==> src/timer_transfer_params.svh <==
// Constants for the timer transfer unit and its fault and clock-monitor hookups.
// Assumes inclusion by bare name from the package and the design modules.
`ifndef TIMER_TRANSFER_PARAMS_SVH
`define TIMER_TRANSFER_PARAMS_SVH
`define NUM_PACKETS 8
`define NUM_CH_FIRST 32
`define NUM_CH_SECOND 32
`define PIN_DISABLE_BIT_A 5
`define PIN_DISABLE_BIT_B 2
`define MONITOR_CH_FIRST 31
`define MONITOR_CH_SECOND 0
`define TIMER_STEP_SMALL 8
`define TIMER_STEP_LARGE 16
`define MEM_STEP_32 4
`define MEM_STEP_64 8
// Packet field positions in one stored word (parity bit on top)
`define PKT_WIDTH 104
`define PKT_MEM_ADDR_LSB 0
`define PKT_TIMER_ADDR_LSB 32
`define PKT_COUNT_LSB 48
`define PKT_ALT_MEM_LSB 56
`define PKT_WIDE_BIT 88
`define PKT_TSTEP_BIT 89
`define PKT_MSTEP_LSB 90
`define PKT_MODE_LSB 92
`define PKT_DIR_BIT 94
`define PKT_EN_BIT 95
`define PKT_RELOAD_LSB 96
`endif

==> src/timer_transfer_pkg.sv <==
// Types shared by the timer transfer unit files.
// Assumes the params header is on the include path.
`include "timer_transfer_params.svh"
package timer_transfer_pkg;
  typedef enum logic [1:0] {mode_one_shot, mode_circular, mode_auto_switch, mode_spare} xfer_mode_type;
  typedef enum logic [1:0] {mem_fixed, mem_step_32, mem_step_64, mem_step_spare} mem_step_type;
  typedef enum logic [2:0] {st_idle, st_read, st_req, st_wait, st_second, st_update} xfer_state_type;
endpackage : timer_transfer_pkg

==> src/packet_ram.sv <==
// Control packet store in flip-flops, one parity bit per entry.
// Assumes one write port and one read port on the same clock.
`timescale 1ns/1ps
`default_nettype none
`include "timer_transfer_params.svh"
module packet_ram #(
  parameter int DEPTH = `NUM_PACKETS,
  parameter int WIDTH = `PKT_WIDTH
) (
  input wire logic clk,
  input wire logic nrst,
  input wire logic ce,
  input wire logic wr_en,
  input wire logic [$clog2(DEPTH)-1:0] wr_index,
  input wire logic [WIDTH-1:0] wr_data,
  input wire logic [$clog2(DEPTH)-1:0] rd_index,
  output logic [WIDTH-1:0] rd_data,
  output logic parity_error
);
  typedef struct packed {
    logic [DEPTH-1:0][WIDTH:0] entry;
  } ram_state_type;
  ram_state_type state;
  ram_state_type next_state;
  logic [WIDTH:0] word;
  always_comb begin
    next_state = state;
    if (wr_en) begin
      next_state.entry[wr_index] = {^wr_data, wr_data};
    end
  end
  always_ff @(posedge clk or negedge nrst) begin
    if (!nrst) begin
      state <= '0;
    end else if (ce) begin
      state <= next_state;
    end
  end
  assign word = state.entry[rd_index];
  assign rd_data = word[WIDTH-1:0];
  // Even parity over data plus stored bit; a cleared entry checks clean
  assign parity_error = ^word;
endmodule : packet_ram
`default_nettype wire

==> src/sync2.sv <==
// Two-stage synchroniser for a vector of pin-side levels.
// Assumes the inputs are asynchronous to clk.
`timescale 1ns/1ps
`default_nettype none
module sync2 #(
  parameter int WIDTH = 1
) (
  input wire logic clk,
  input wire logic nrst,
  input wire logic ce,
  input wire logic [WIDTH-1:0] async_in,
  output logic [WIDTH-1:0] sync_out
);
  typedef struct packed {
    logic [WIDTH-1:0] stage1;
    logic [WIDTH-1:0] stage2;
  } sync_state_type;
  sync_state_type state;
  sync_state_type next_state;
  always_comb begin
    next_state.stage1 = async_in;
    next_state.stage2 = state.stage1;
  end
  always_ff @(posedge clk or negedge nrst) begin
    if (!nrst) begin
      // Idle high so fault inputs do not disable outputs out of reset
      state <= '1;
    end else if (ce) begin
      state <= next_state;
    end
  end
  assign sync_out = state.stage2;
endmodule : sync2
`default_nettype wire

==> src/timer_transfer_unit.sv <==
// Timer transfer unit for one timer module, plus pin-disable and monitor hookups.
// Assumes a simple memory master handshake (req held until ack) on the system side
// and a timer data port that answers in the same cycle.
`timescale 1ns/1ps
`default_nettype none
`include "timer_transfer_params.svh"
module timer_transfer_unit #(
  parameter int NUM_PACKETS = `NUM_PACKETS,
  parameter int NUM_CH_FIRST = `NUM_CH_FIRST,
  parameter int NUM_CH_SECOND = `NUM_CH_SECOND
) (
  input wire logic clk,
  input wire logic nrst,
  input wire logic ce,
  // Hookups
  input wire logic [7:0] gp_port_a,
  input wire logic [7:0] gp_port_b,
  input wire logic [NUM_CH_FIRST-1:0] first_timer_out,
  input wire logic [NUM_CH_SECOND-1:0] second_timer_out,
  input wire logic [NUM_CH_FIRST-1:0] first_pin_disable_mask,
  input wire logic [NUM_CH_SECOND-1:0] second_pin_disable_mask,
  input wire logic first_internal_only,
  input wire logic second_internal_only,
  input wire logic [NUM_CH_FIRST-1:0] first_pad_in,
  input wire logic [NUM_CH_SECOND-1:0] second_pad_in,
  output logic [NUM_CH_FIRST-1:0] first_pin_out,
  output logic [NUM_CH_FIRST-1:0] first_pin_oe,
  output logic [NUM_CH_SECOND-1:0] second_pin_out,
  output logic [NUM_CH_SECOND-1:0] second_pin_oe,
  output logic first_clock_comparator_clk1,
  output logic second_clock_comparator_clk1,
  // Transfer requests from the owning timer
  input wire logic [NUM_PACKETS-1:0] timer_transfer_request,
  // Packet configuration port
  input wire logic cfg_wr,
  input wire logic [$clog2(NUM_PACKETS)-1:0] cfg_index,
  input wire logic [`PKT_WIDTH-1:0] cfg_data,
  input wire logic [31:0] mpu_base,
  input wire logic [31:0] mpu_limit,
  // Timer data port
  output logic timer_rd,
  output logic timer_wr,
  output logic [15:0] timer_addr,
  output logic [31:0] timer_wdata,
  input wire logic [31:0] timer_rdata,
  // System memory master
  output logic mem_req,
  output logic mem_we,
  output logic [31:0] mem_addr,
  output logic [31:0] mem_wdata,
  input wire logic mem_ack,
  input wire logic [31:0] mem_rdata,
  // Status
  output logic [NUM_PACKETS-1:0] request_lost,
  output logic [NUM_PACKETS-1:0] buffer_select,
  output logic [NUM_PACKETS-1:0] packet_done,
  output logic mpu_fault,
  output logic parity_fault,
  input wire logic [NUM_PACKETS-1:0] status_clear
);
  localparam int IW = $clog2(NUM_PACKETS);
  typedef struct packed {
    timer_transfer_pkg::xfer_state_type fsm;
    logic [NUM_PACKETS-1:0] pending;
    logic [NUM_PACKETS-1:0] lost;
    logic [NUM_PACKETS-1:0] bufsel;
    logic [NUM_PACKETS-1:0] done;
    logic [IW-1:0] idx;
    logic [`PKT_WIDTH-1:0] pkt;
    logic second_word;
    logic [31:0] hold;
    logic t_rd;
    logic t_wr;
    logic [15:0] t_addr;
    logic [31:0] t_wdata;
    logic m_req;
    logic m_we;
    logic [31:0] m_addr;
    logic [31:0] m_wdata;
    logic mpu_err;
    logic par_err;
    logic [NUM_CH_FIRST-1:0] p1_out;
    logic [NUM_CH_FIRST-1:0] p1_oe;
    logic [NUM_CH_SECOND-1:0] p2_out;
    logic [NUM_CH_SECOND-1:0] p2_oe;
    logic first_clock_comparator;
    logic second_clock_comparator;
  } unit_state_type;
  unit_state_type state;
  unit_state_type next_state;
  logic [7:0] port_a_sync;
  logic [7:0] port_b_sync;
  logic [NUM_CH_FIRST-1:0] pad1_sync;
  logic [NUM_CH_SECOND-1:0] pad2_sync;
  logic [`PKT_WIDTH-1:0] rd_pkt;
  logic rd_parity_err;
  logic ram_wr;
  logic [IW-1:0] ram_wr_index;
  logic [`PKT_WIDTH-1:0] ram_wr_data;
  logic [IW-1:0] pick;
  logic pick_valid;
  sync2 #(.WIDTH(16 + NUM_CH_FIRST + NUM_CH_SECOND)) pin_sync (
    .clk(clk),
    .nrst(nrst),
    .ce(ce),
    .async_in({gp_port_a, gp_port_b, first_pad_in, second_pad_in}),
    .sync_out({port_a_sync, port_b_sync, pad1_sync, pad2_sync})
  );
  packet_ram #(.DEPTH(NUM_PACKETS), .WIDTH(`PKT_WIDTH)) packets (
    .clk(clk),
    .nrst(nrst),
    .ce(ce),
    .wr_en(ram_wr),
    .wr_index(ram_wr_index),
    .wr_data(ram_wr_data),
    .rd_index(state.idx),
    .rd_data(rd_pkt),
    .parity_error(rd_parity_err)
  );
  // Lowest-numbered pending packet goes first
  always_comb begin
    pick = '0;
    pick_valid = 1'b0;
    for (int i = NUM_PACKETS - 1; i >= 0; i--) begin
      if (state.pending[i]) begin
        pick = i[IW-1:0];
        pick_valid = 1'b1;
      end
    end
  end
  // Write-back of the running packet has priority; a software write in that same cycle is dropped
  assign ram_wr = (state.fsm == timer_transfer_pkg::st_update) || cfg_wr;
  assign ram_wr_index = (state.fsm == timer_transfer_pkg::st_update) ? state.idx : cfg_index;
  assign ram_wr_data = (state.fsm == timer_transfer_pkg::st_update) ? state.pkt : cfg_data;
  always_comb begin
    logic [31:0] step;
    logic [7:0] cnt;
    logic active_alt;
    step = 32'h0;
    cnt = 8'h0;
    active_alt = 1'b0;
    next_state = state;
    for (int i = 0; i < NUM_PACKETS; i++) begin
      if (timer_transfer_request[i]) begin
        if (state.pending[i]) begin
          next_state.lost[i] = 1'b1;
        end
        next_state.pending[i] = 1'b1;
      end else if (status_clear[i]) begin
        next_state.lost[i] = 1'b0;
      end
      if (status_clear[i] && !timer_transfer_request[i]) begin
        next_state.done[i] = 1'b0;
      end
    end
    next_state.t_rd = 1'b0;
    next_state.t_wr = 1'b0;
    // Hookups: pins, fault disable, monitor taps
    for (int c = 0; c < NUM_CH_FIRST; c++) begin
      next_state.p1_out[c] = first_timer_out[c];
      next_state.p1_oe[c] = !(first_pin_disable_mask[c]
        && !port_a_sync[`PIN_DISABLE_BIT_A]);
    end
    for (int c = 0; c < NUM_CH_SECOND; c++) begin
      next_state.p2_out[c] = second_timer_out[c];
      next_state.p2_oe[c] = !(second_pin_disable_mask[c]
        && !port_b_sync[`PIN_DISABLE_BIT_B]);
    end
    next_state.first_clock_comparator = first_internal_only ? first_timer_out[`MONITOR_CH_FIRST]
      : pad1_sync[`MONITOR_CH_FIRST];
    next_state.second_clock_comparator = second_internal_only ? second_timer_out[`MONITOR_CH_SECOND]
      : pad2_sync[`MONITOR_CH_SECOND];
    unique case (state.fsm)
      timer_transfer_pkg::st_idle: begin
        if (pick_valid) begin
          next_state.idx = pick;
          next_state.pending[pick] = timer_transfer_request[pick];
          next_state.fsm = timer_transfer_pkg::st_read;
        end
      end
      timer_transfer_pkg::st_read: begin
        next_state.pkt = rd_pkt;
        next_state.second_word = 1'b0;
        next_state.par_err = state.par_err | rd_parity_err;
        if (rd_parity_err || !rd_pkt[`PKT_EN_BIT]) begin
          next_state.fsm = timer_transfer_pkg::st_idle;
        end else begin
          next_state.fsm = timer_transfer_pkg::st_req;
        end
      end
      timer_transfer_pkg::st_req: begin
        active_alt = state.bufsel[state.idx];
        next_state.t_addr = state.pkt[`PKT_TIMER_ADDR_LSB +: 16]
          + (state.second_word ? 16'h0004 : 16'h0000);
        next_state.m_addr = (active_alt ? state.pkt[`PKT_ALT_MEM_LSB +: 32]
          : state.pkt[`PKT_MEM_ADDR_LSB +: 32]) + (state.second_word ? 32'h4 : 32'h0);
        next_state.m_we = !state.pkt[`PKT_DIR_BIT];
        next_state.t_rd = !state.pkt[`PKT_DIR_BIT];
        if (next_state.m_addr < mpu_base || next_state.m_addr > mpu_limit) begin
          next_state.mpu_err = 1'b1;
          next_state.fsm = timer_transfer_pkg::st_idle;
        end else begin
          next_state.fsm = timer_transfer_pkg::st_wait;
        end
      end
      timer_transfer_pkg::st_wait: begin
        if (!state.m_req) begin
          // Timer read data only matches once the new timer address stands on the port
          next_state.m_req = 1'b1;
          next_state.m_wdata = timer_rdata;
        end else if (mem_ack) begin
          next_state.m_req = 1'b0;
          if (state.pkt[`PKT_DIR_BIT]) begin
            next_state.t_wr = 1'b1;
            next_state.t_wdata = mem_rdata;
          end
          if (state.pkt[`PKT_WIDE_BIT] && !state.second_word) begin
            next_state.second_word = 1'b1;
            next_state.fsm = timer_transfer_pkg::st_req;
          end else begin
            next_state.fsm = timer_transfer_pkg::st_second;
          end
        end
      end
      timer_transfer_pkg::st_second: begin
        step = 32'h0;
        unique case (timer_transfer_pkg::mem_step_type'(state.pkt[`PKT_MSTEP_LSB +: 2]))
          timer_transfer_pkg::mem_fixed: step = 32'h0;
          timer_transfer_pkg::mem_step_32: step = `MEM_STEP_32;
          timer_transfer_pkg::mem_step_64: step = `MEM_STEP_64;
          timer_transfer_pkg::mem_step_spare: step = 32'h0;
        endcase
        if (state.bufsel[state.idx]) begin
          next_state.pkt[`PKT_ALT_MEM_LSB +: 32] = state.pkt[`PKT_ALT_MEM_LSB +: 32] + step;
        end else begin
          next_state.pkt[`PKT_MEM_ADDR_LSB +: 32] = state.pkt[`PKT_MEM_ADDR_LSB +: 32] + step;
        end
        next_state.pkt[`PKT_TIMER_ADDR_LSB +: 16] = state.pkt[`PKT_TIMER_ADDR_LSB +: 16]
          + (state.pkt[`PKT_TSTEP_BIT] ? 16'(`TIMER_STEP_LARGE)
          : 16'(`TIMER_STEP_SMALL));
        cnt = state.pkt[`PKT_COUNT_LSB +: 8] - 8'h01;
        next_state.pkt[`PKT_COUNT_LSB +: 8] = cnt;
        if (cnt == 8'h00) begin
          next_state.done[state.idx] = 1'b1;
          next_state.pkt[`PKT_COUNT_LSB +: 8] = state.pkt[`PKT_RELOAD_LSB +: 8];
          unique case (timer_transfer_pkg::xfer_mode_type'(state.pkt[`PKT_MODE_LSB +: 2]))
            timer_transfer_pkg::mode_one_shot: next_state.pkt[`PKT_EN_BIT] = 1'b0;
            timer_transfer_pkg::mode_circular: next_state.pkt[`PKT_EN_BIT] = 1'b1;
            timer_transfer_pkg::mode_auto_switch: begin
              // Swap buffers so software can refill the idle one
              next_state.bufsel[state.idx] = !state.bufsel[state.idx];
            end
            timer_transfer_pkg::mode_spare: next_state.pkt[`PKT_EN_BIT] = 1'b0;
          endcase
        end
        next_state.fsm = timer_transfer_pkg::st_update;
      end
      timer_transfer_pkg::st_update: begin
        next_state.fsm = timer_transfer_pkg::st_idle;
      end
      default: next_state.fsm = timer_transfer_pkg::st_idle;
    endcase
  end
  always_ff @(posedge clk or negedge nrst) begin
    if (!nrst) begin
      state <= '0;
    end else if (ce) begin
      state <= next_state;
    end
  end
  assign first_pin_out = state.p1_out;
  assign first_pin_oe = state.p1_oe;
  assign second_pin_out = state.p2_out;
  assign second_pin_oe = state.p2_oe;
  assign first_clock_comparator_clk1 = state.first_clock_comparator;
  assign second_clock_comparator_clk1 = state.second_clock_comparator;
  assign timer_rd = state.t_rd;
  assign timer_wr = state.t_wr;
  assign timer_addr = state.t_addr;
  assign timer_wdata = state.t_wdata;
  assign mem_req = state.m_req;
  assign mem_we = state.m_we;
  assign mem_addr = state.m_addr;
  assign mem_wdata = state.m_wdata;
  assign request_lost = state.lost;
  assign buffer_select = state.bufsel;
  assign packet_done = state.done;
  assign mpu_fault = state.mpu_err;
  assign parity_fault = state.par_err;
endmodule : timer_transfer_unit
`default_nettype wire

==> config.mk <==
export PLATFORM = sky130hd
export DESIGN_NAME = timer_transfer_unit
export DESIGN_NICKNAME = d
export VERILOG_FILES = /design/src/timer_transfer_pkg.sv /design/src/packet_ram.sv /design/src/sync2.sv /design/src/timer_transfer_unit.sv
export VERILOG_INCLUDE_DIRS = /design/src /design/src/src
export SDC_FILE = /design/constraint.sdc
export NUM_CORES = 2
export LEC_CHECK = 0
export BUFFER_PORTS_ARGS = -buffer_cell sky130_fd_sc_hd__buf_2
export CAP_MARGIN = 20
export CELL_PAD_IN_SITES_DETAIL_PLACEMENT = 2
export CELL_PAD_IN_SITES_GLOBAL_PLACEMENT = 2
export CORE_MARGIN = 3
export CORE_UTILIZATION = 38
export CTS_CLUSTER_DIAMETER = 30
export DETAILED_ROUTE_END_ITERATION = 12
export PLACE_DENSITY_LB_ADDON = 0.1
export SYNTH_ARGS = -nofsm -noshare
export SYNTH_HDL_FRONTEND = slang
export SYNTH_SLANG_ARGS = --single-unit
==> constraint.sdc <==
create_clock -name clk -period 7.1 [get_ports clk]
set_input_delay 2.13 -clock clk [delete_from_list [all_inputs] [get_ports clk]]
set_output_delay 2.13 -clock clk [all_outputs]
set_load 0.01 [all_outputs]
==> flow_metrics.py <==
metrics = {
    "yosys": {
        "synthFlopType": "dfrtp_1",
        "syn_inst": 5927,
        "unique_cell_type_count_in_the_yosys_netlist": 80,
        "synthesis_stage_register_bit_count": 1239,
        "synth_async_sr_flop_share_pct": 100,
        "synth_enable_flop_cells": 0,
        "ys.warnings.count": 0,
        "netlist_area_sq_mm": 0.0611,
        "syn_avg_cell_area_sq_um": 10.3,
        "synth.yosys.seq_area_share_pct": 50.7,
        "synth_nets": 6473,
    },
    "global_routing": {
        "grtUsageMet3_pct": 5.88,
        "met1_usage_pct": 39.9,
        "first_global_vias": 54808,
        "overflow": 0,
        "grt_antenna_before_repair": 30,
        "grt_use_met2_pct": 49.7,
        "grt_max_degree": 161,
        "globalRoute.busiestLayer": "met2",
        "grtUsageTotal_pct": 30.5,
        "grt_first_pass_wirelength_um": 375000,
    },
    "placement": {
        "dp_worst_setup_slack_ns": 0.223,
        "place.gp.congestion": 0.864,
        "placed_wire_length_estimate_after_detailed_placement_um": 166000,
        "place.detailed.instances": 8191,
        "count_of_input_and_output_buffers": 661,
    },
    "worst_setup_path": {
        "worst-endpoint-required_ns": 7.90,
        "timing_worst_setup_path_type": "flip-flop to flip-flop",
        "crit_fanout": 15,
        "timing.critical_path.arrival_ns": 7.29,
        "startpoint_type": "flip-flop",
        "cp-end-kind": "flip-flop",
    },
    "final_layout": {
        "nets": 6952,
        "mostFrequentLayoutCells": "dfrtp_1, nand2_1, o21ai_0",
        "fraction_of_layout_cells_with_a_size_suffix_above_1_pct": 26.4,
        "layout_commonest_cell": "dfrtp_1",
        "final-instance-count-excl-fill": 8813,
        "flow.area_growth_from_synthesis_pct": 25.9,
    },
    "floorplan": {
        "floorplan.initialDensity_pct": 38.4,
        "die_w_um": 407,
        "boundaryPins": 738,
        "core_area_sq_mm": 0.159,
        "number_of_placement_rows": 146,
        "fp.dieArea_sq_mm": 0.166,
        "floorplan.die.height_um": 407,
    },
    "cts": {
        "cts_buffer_depth": 4,
        "clk_latency_ns": 0.94,
        "tritoncts_clock_tree": "done",
        "clock_sinks": 1239,
        "post-cts-setup-buffers": 0,
        "cts-buffers-inserted": 358,
        "postCtsResizedCells": 0,
        "clk_pin_slew_worst_paths_ns": 0.04,
        "htree_num_levels": 5,
        "cts_root_cell": "clkbuf_16",
        "ctsHoldBuffers": 0,
    },
    "routing": {
        "dr_total_vias": 49418,
        "dr.first_iter.drc_count": 3170,
        "routed_wl_um": 257000,
        "detail_route.drc_violations": 0,
        "ant_nets": 0,
        "drt-vias-per-instance": 5.61,
        "drt_pass1_iterations": 5,
        "drt-wirelength-per-cell_um": 29.1,
    },
    "sta": {
        "clock.fmax_mhz": 154,
        "hold_viol_final": 0,
        "max-slew-margin-rel_pct": 24.6,
        "finalCriticalPeriod_ns": 6.50,
        "final_setup_violation_count": 0,
        "transition_at_the_pin_with_the_smallest_max_transition_slack_ns": 1.13,
        "timing.clock.skew_ns": 0.0873,
        "postLayoutSetupSlackWorst_ns": 0.603,
        "final-max-slew-violation-count": 0,
        "timing.hold.ws_ns": 0.471,
        "grt_setup_unrepaired": "false",
        "totalNegativeSetupSlack_ns": 0,
        "finalCritPeriodShare_pct": 91.5,
    },
    "power_and_ir_drop": {
        "power_mw": 44.0,
        "ir_worst_vdd_uv": 1600,
        "power_density_mw_per_mm2": 572,
        "total_leakage_power_nw": 35.5,
    },
    "outcome": {
        "outcome": "finished clean",
    },
    "job": {
        "maxCapViolations": 0,
    },
    "hold_path": {
        "hp-class": "flip-flop to flip-flop",
    },
}
## critical path, stage by stage (launching register included)
cell and delay [ns]:
dfrtp_4 0.59, or3b_1 0.43, a21o_1 0.31, nand3_2 0.17, nand2_1 0.07, nand2_1 0.10, ha_1 0.17, ha_1 0.14
inv_1 0.06, a221oi_1 0.43, nand2_1 0.36, nor3_4 0.32, nand2_2 0.16, nor2_1 0.19, xnor2_1 0.15, mux2i_1 0.19
ha_1 0.24, a21o_1 0.16, a21o_1 0.18, a21o_1 0.17, a21o_1 0.18, a21oi_1 0.14, o21ai_0 0.19, a2111oi_2 0.43
a31oi_1 0.27, nor4_1 0.29, o21ai_0 0.18, o31ai_1 0.11
## area by class of cell
type	count	area, sq um
clock inverter	137	2040
antenna	4	10.0
clock buffer	480	10200
timing repair buffer	773	4460
inverter	95	358
tap	2146	2690
multi-input combinational	3939	26200
sequential	1239	31000
fill	15923	82200
## through the flow
stage	area, sq um	util, %
after floorplan	61100	-
after global placement	64700	40.6
after detailed placement	64700	40.6
after CTS	76900	48.3
after global routing	76900	48.4
final	76900	48.4
## state kept, by name, summed over array words and instances (netlist names), 8 cells and up
| register | cells |
|---|---|
| second_pin_out | 32 |
| state | 119 |
| timer_wdata | 32 |
| mem_wdata | 32 |
| packets.state | 840 |
| first_pin_oe | 32 |
| packet_done | 8 |
| first_pin_out | 32 |
| mem_addr | 32 |
| request_lost | 8 |
| timer_addr | 16 |
| second_pin_oe | 32 |
| buffer_select | 8 |
## synthesized netlist by cell type, drive strengths merged, types with 5 or more instances
library cell,number,area (sq um)
o22ai,22,144
o22a,24,211
inv,93,349
o21a,10,75.1
a2bb2oi,6,52.6
nand3,50,255
a221oi,15,156
nand2b,8,50.1
o21ai,1006,5040
and2,13,82.6
a21oi,227,1200
and3,16,105
buf,362,2640
nand3b,6,57.6
a21o,32,240
a22oi,81,608
nor3b,9,77.6
nor2b,12,75.1
xnor2,199,1750
nand4,33,206
dfrtp,1231,30800
o31ai,19,143
a22o,11,96.3
mux4,122,2750
nor2,216,811
nand2,1090,4090
nor4,10,77.6
xor2,54,473
o32a,5,50.1
mux2,182,2050
a31oi,10,62.6
a32oi,8,70.1
ha,77,963
clkbuf,292,1100
dfstp,8,210
mux2i,313,3520
or3,7,48.8
nor3,19,123
## cell families after synthesis
kind of cell               share of synthesized area, %
and+or+nand+nor                                    10.0
AOI/OAI and AO/OA                                  13.5
DFF                                                50.7
buffers and inverters                              6.70
muxes                                              13.6
xor gates and xnor gates                           3.71
adders and majority gates                          1.67
## metal layers
layer / share of wire (%) / up-vias
met5: 0.045 / -
met4: 4.2 / 20
met3: 5.7 / 485
met2: 47 / 1500
met1: 43 / 26059
li1: - / 21354
## path summary, 6_finish.rpt
| path | startpoint | to | slack (ns) | depth (start not counted) |
|---|---|---|---|---|
| worst max-delay path | state[386]$_DFFE_PN0P_ | state[421]$_DFFE_PN0P_ | 0.60 | 27 |
| worst min-delay path | packets.state[305]$_DFFE_PN0P_ | packets.state[305]$_DFFE_PN0P_ | 0.47 | 2 |
| worst max register to register | state[386]$_DFFE_PN0P_ | state[421]$_DFFE_PN0P_ | 0.60 | 27 |
| worst min register to register | packets.state[305]$_DFFE_PN0P_ | packets.state[305]$_DFFE_PN0P_ | 0.47 | 2 |
| max in group asynchronous | nrst | packets.state[223]$_DFFE_PN0P_ | 4.28 | 2 |
| min in group asynchronous | nrst | first_pin_out[23]$_DFFE_PN0P_ | 1.25 | 1 |
## power breakdown
part,internal [mW],leakage [nW],total (mW),switching [mW]
clock,11.7,6.01,16.4,4.65
combinational,6.41,14.1,16.2,9.80
sequential,9.33,15.4,11.4,2.10
Note: power is estimated with default switching activity, not from simulation.
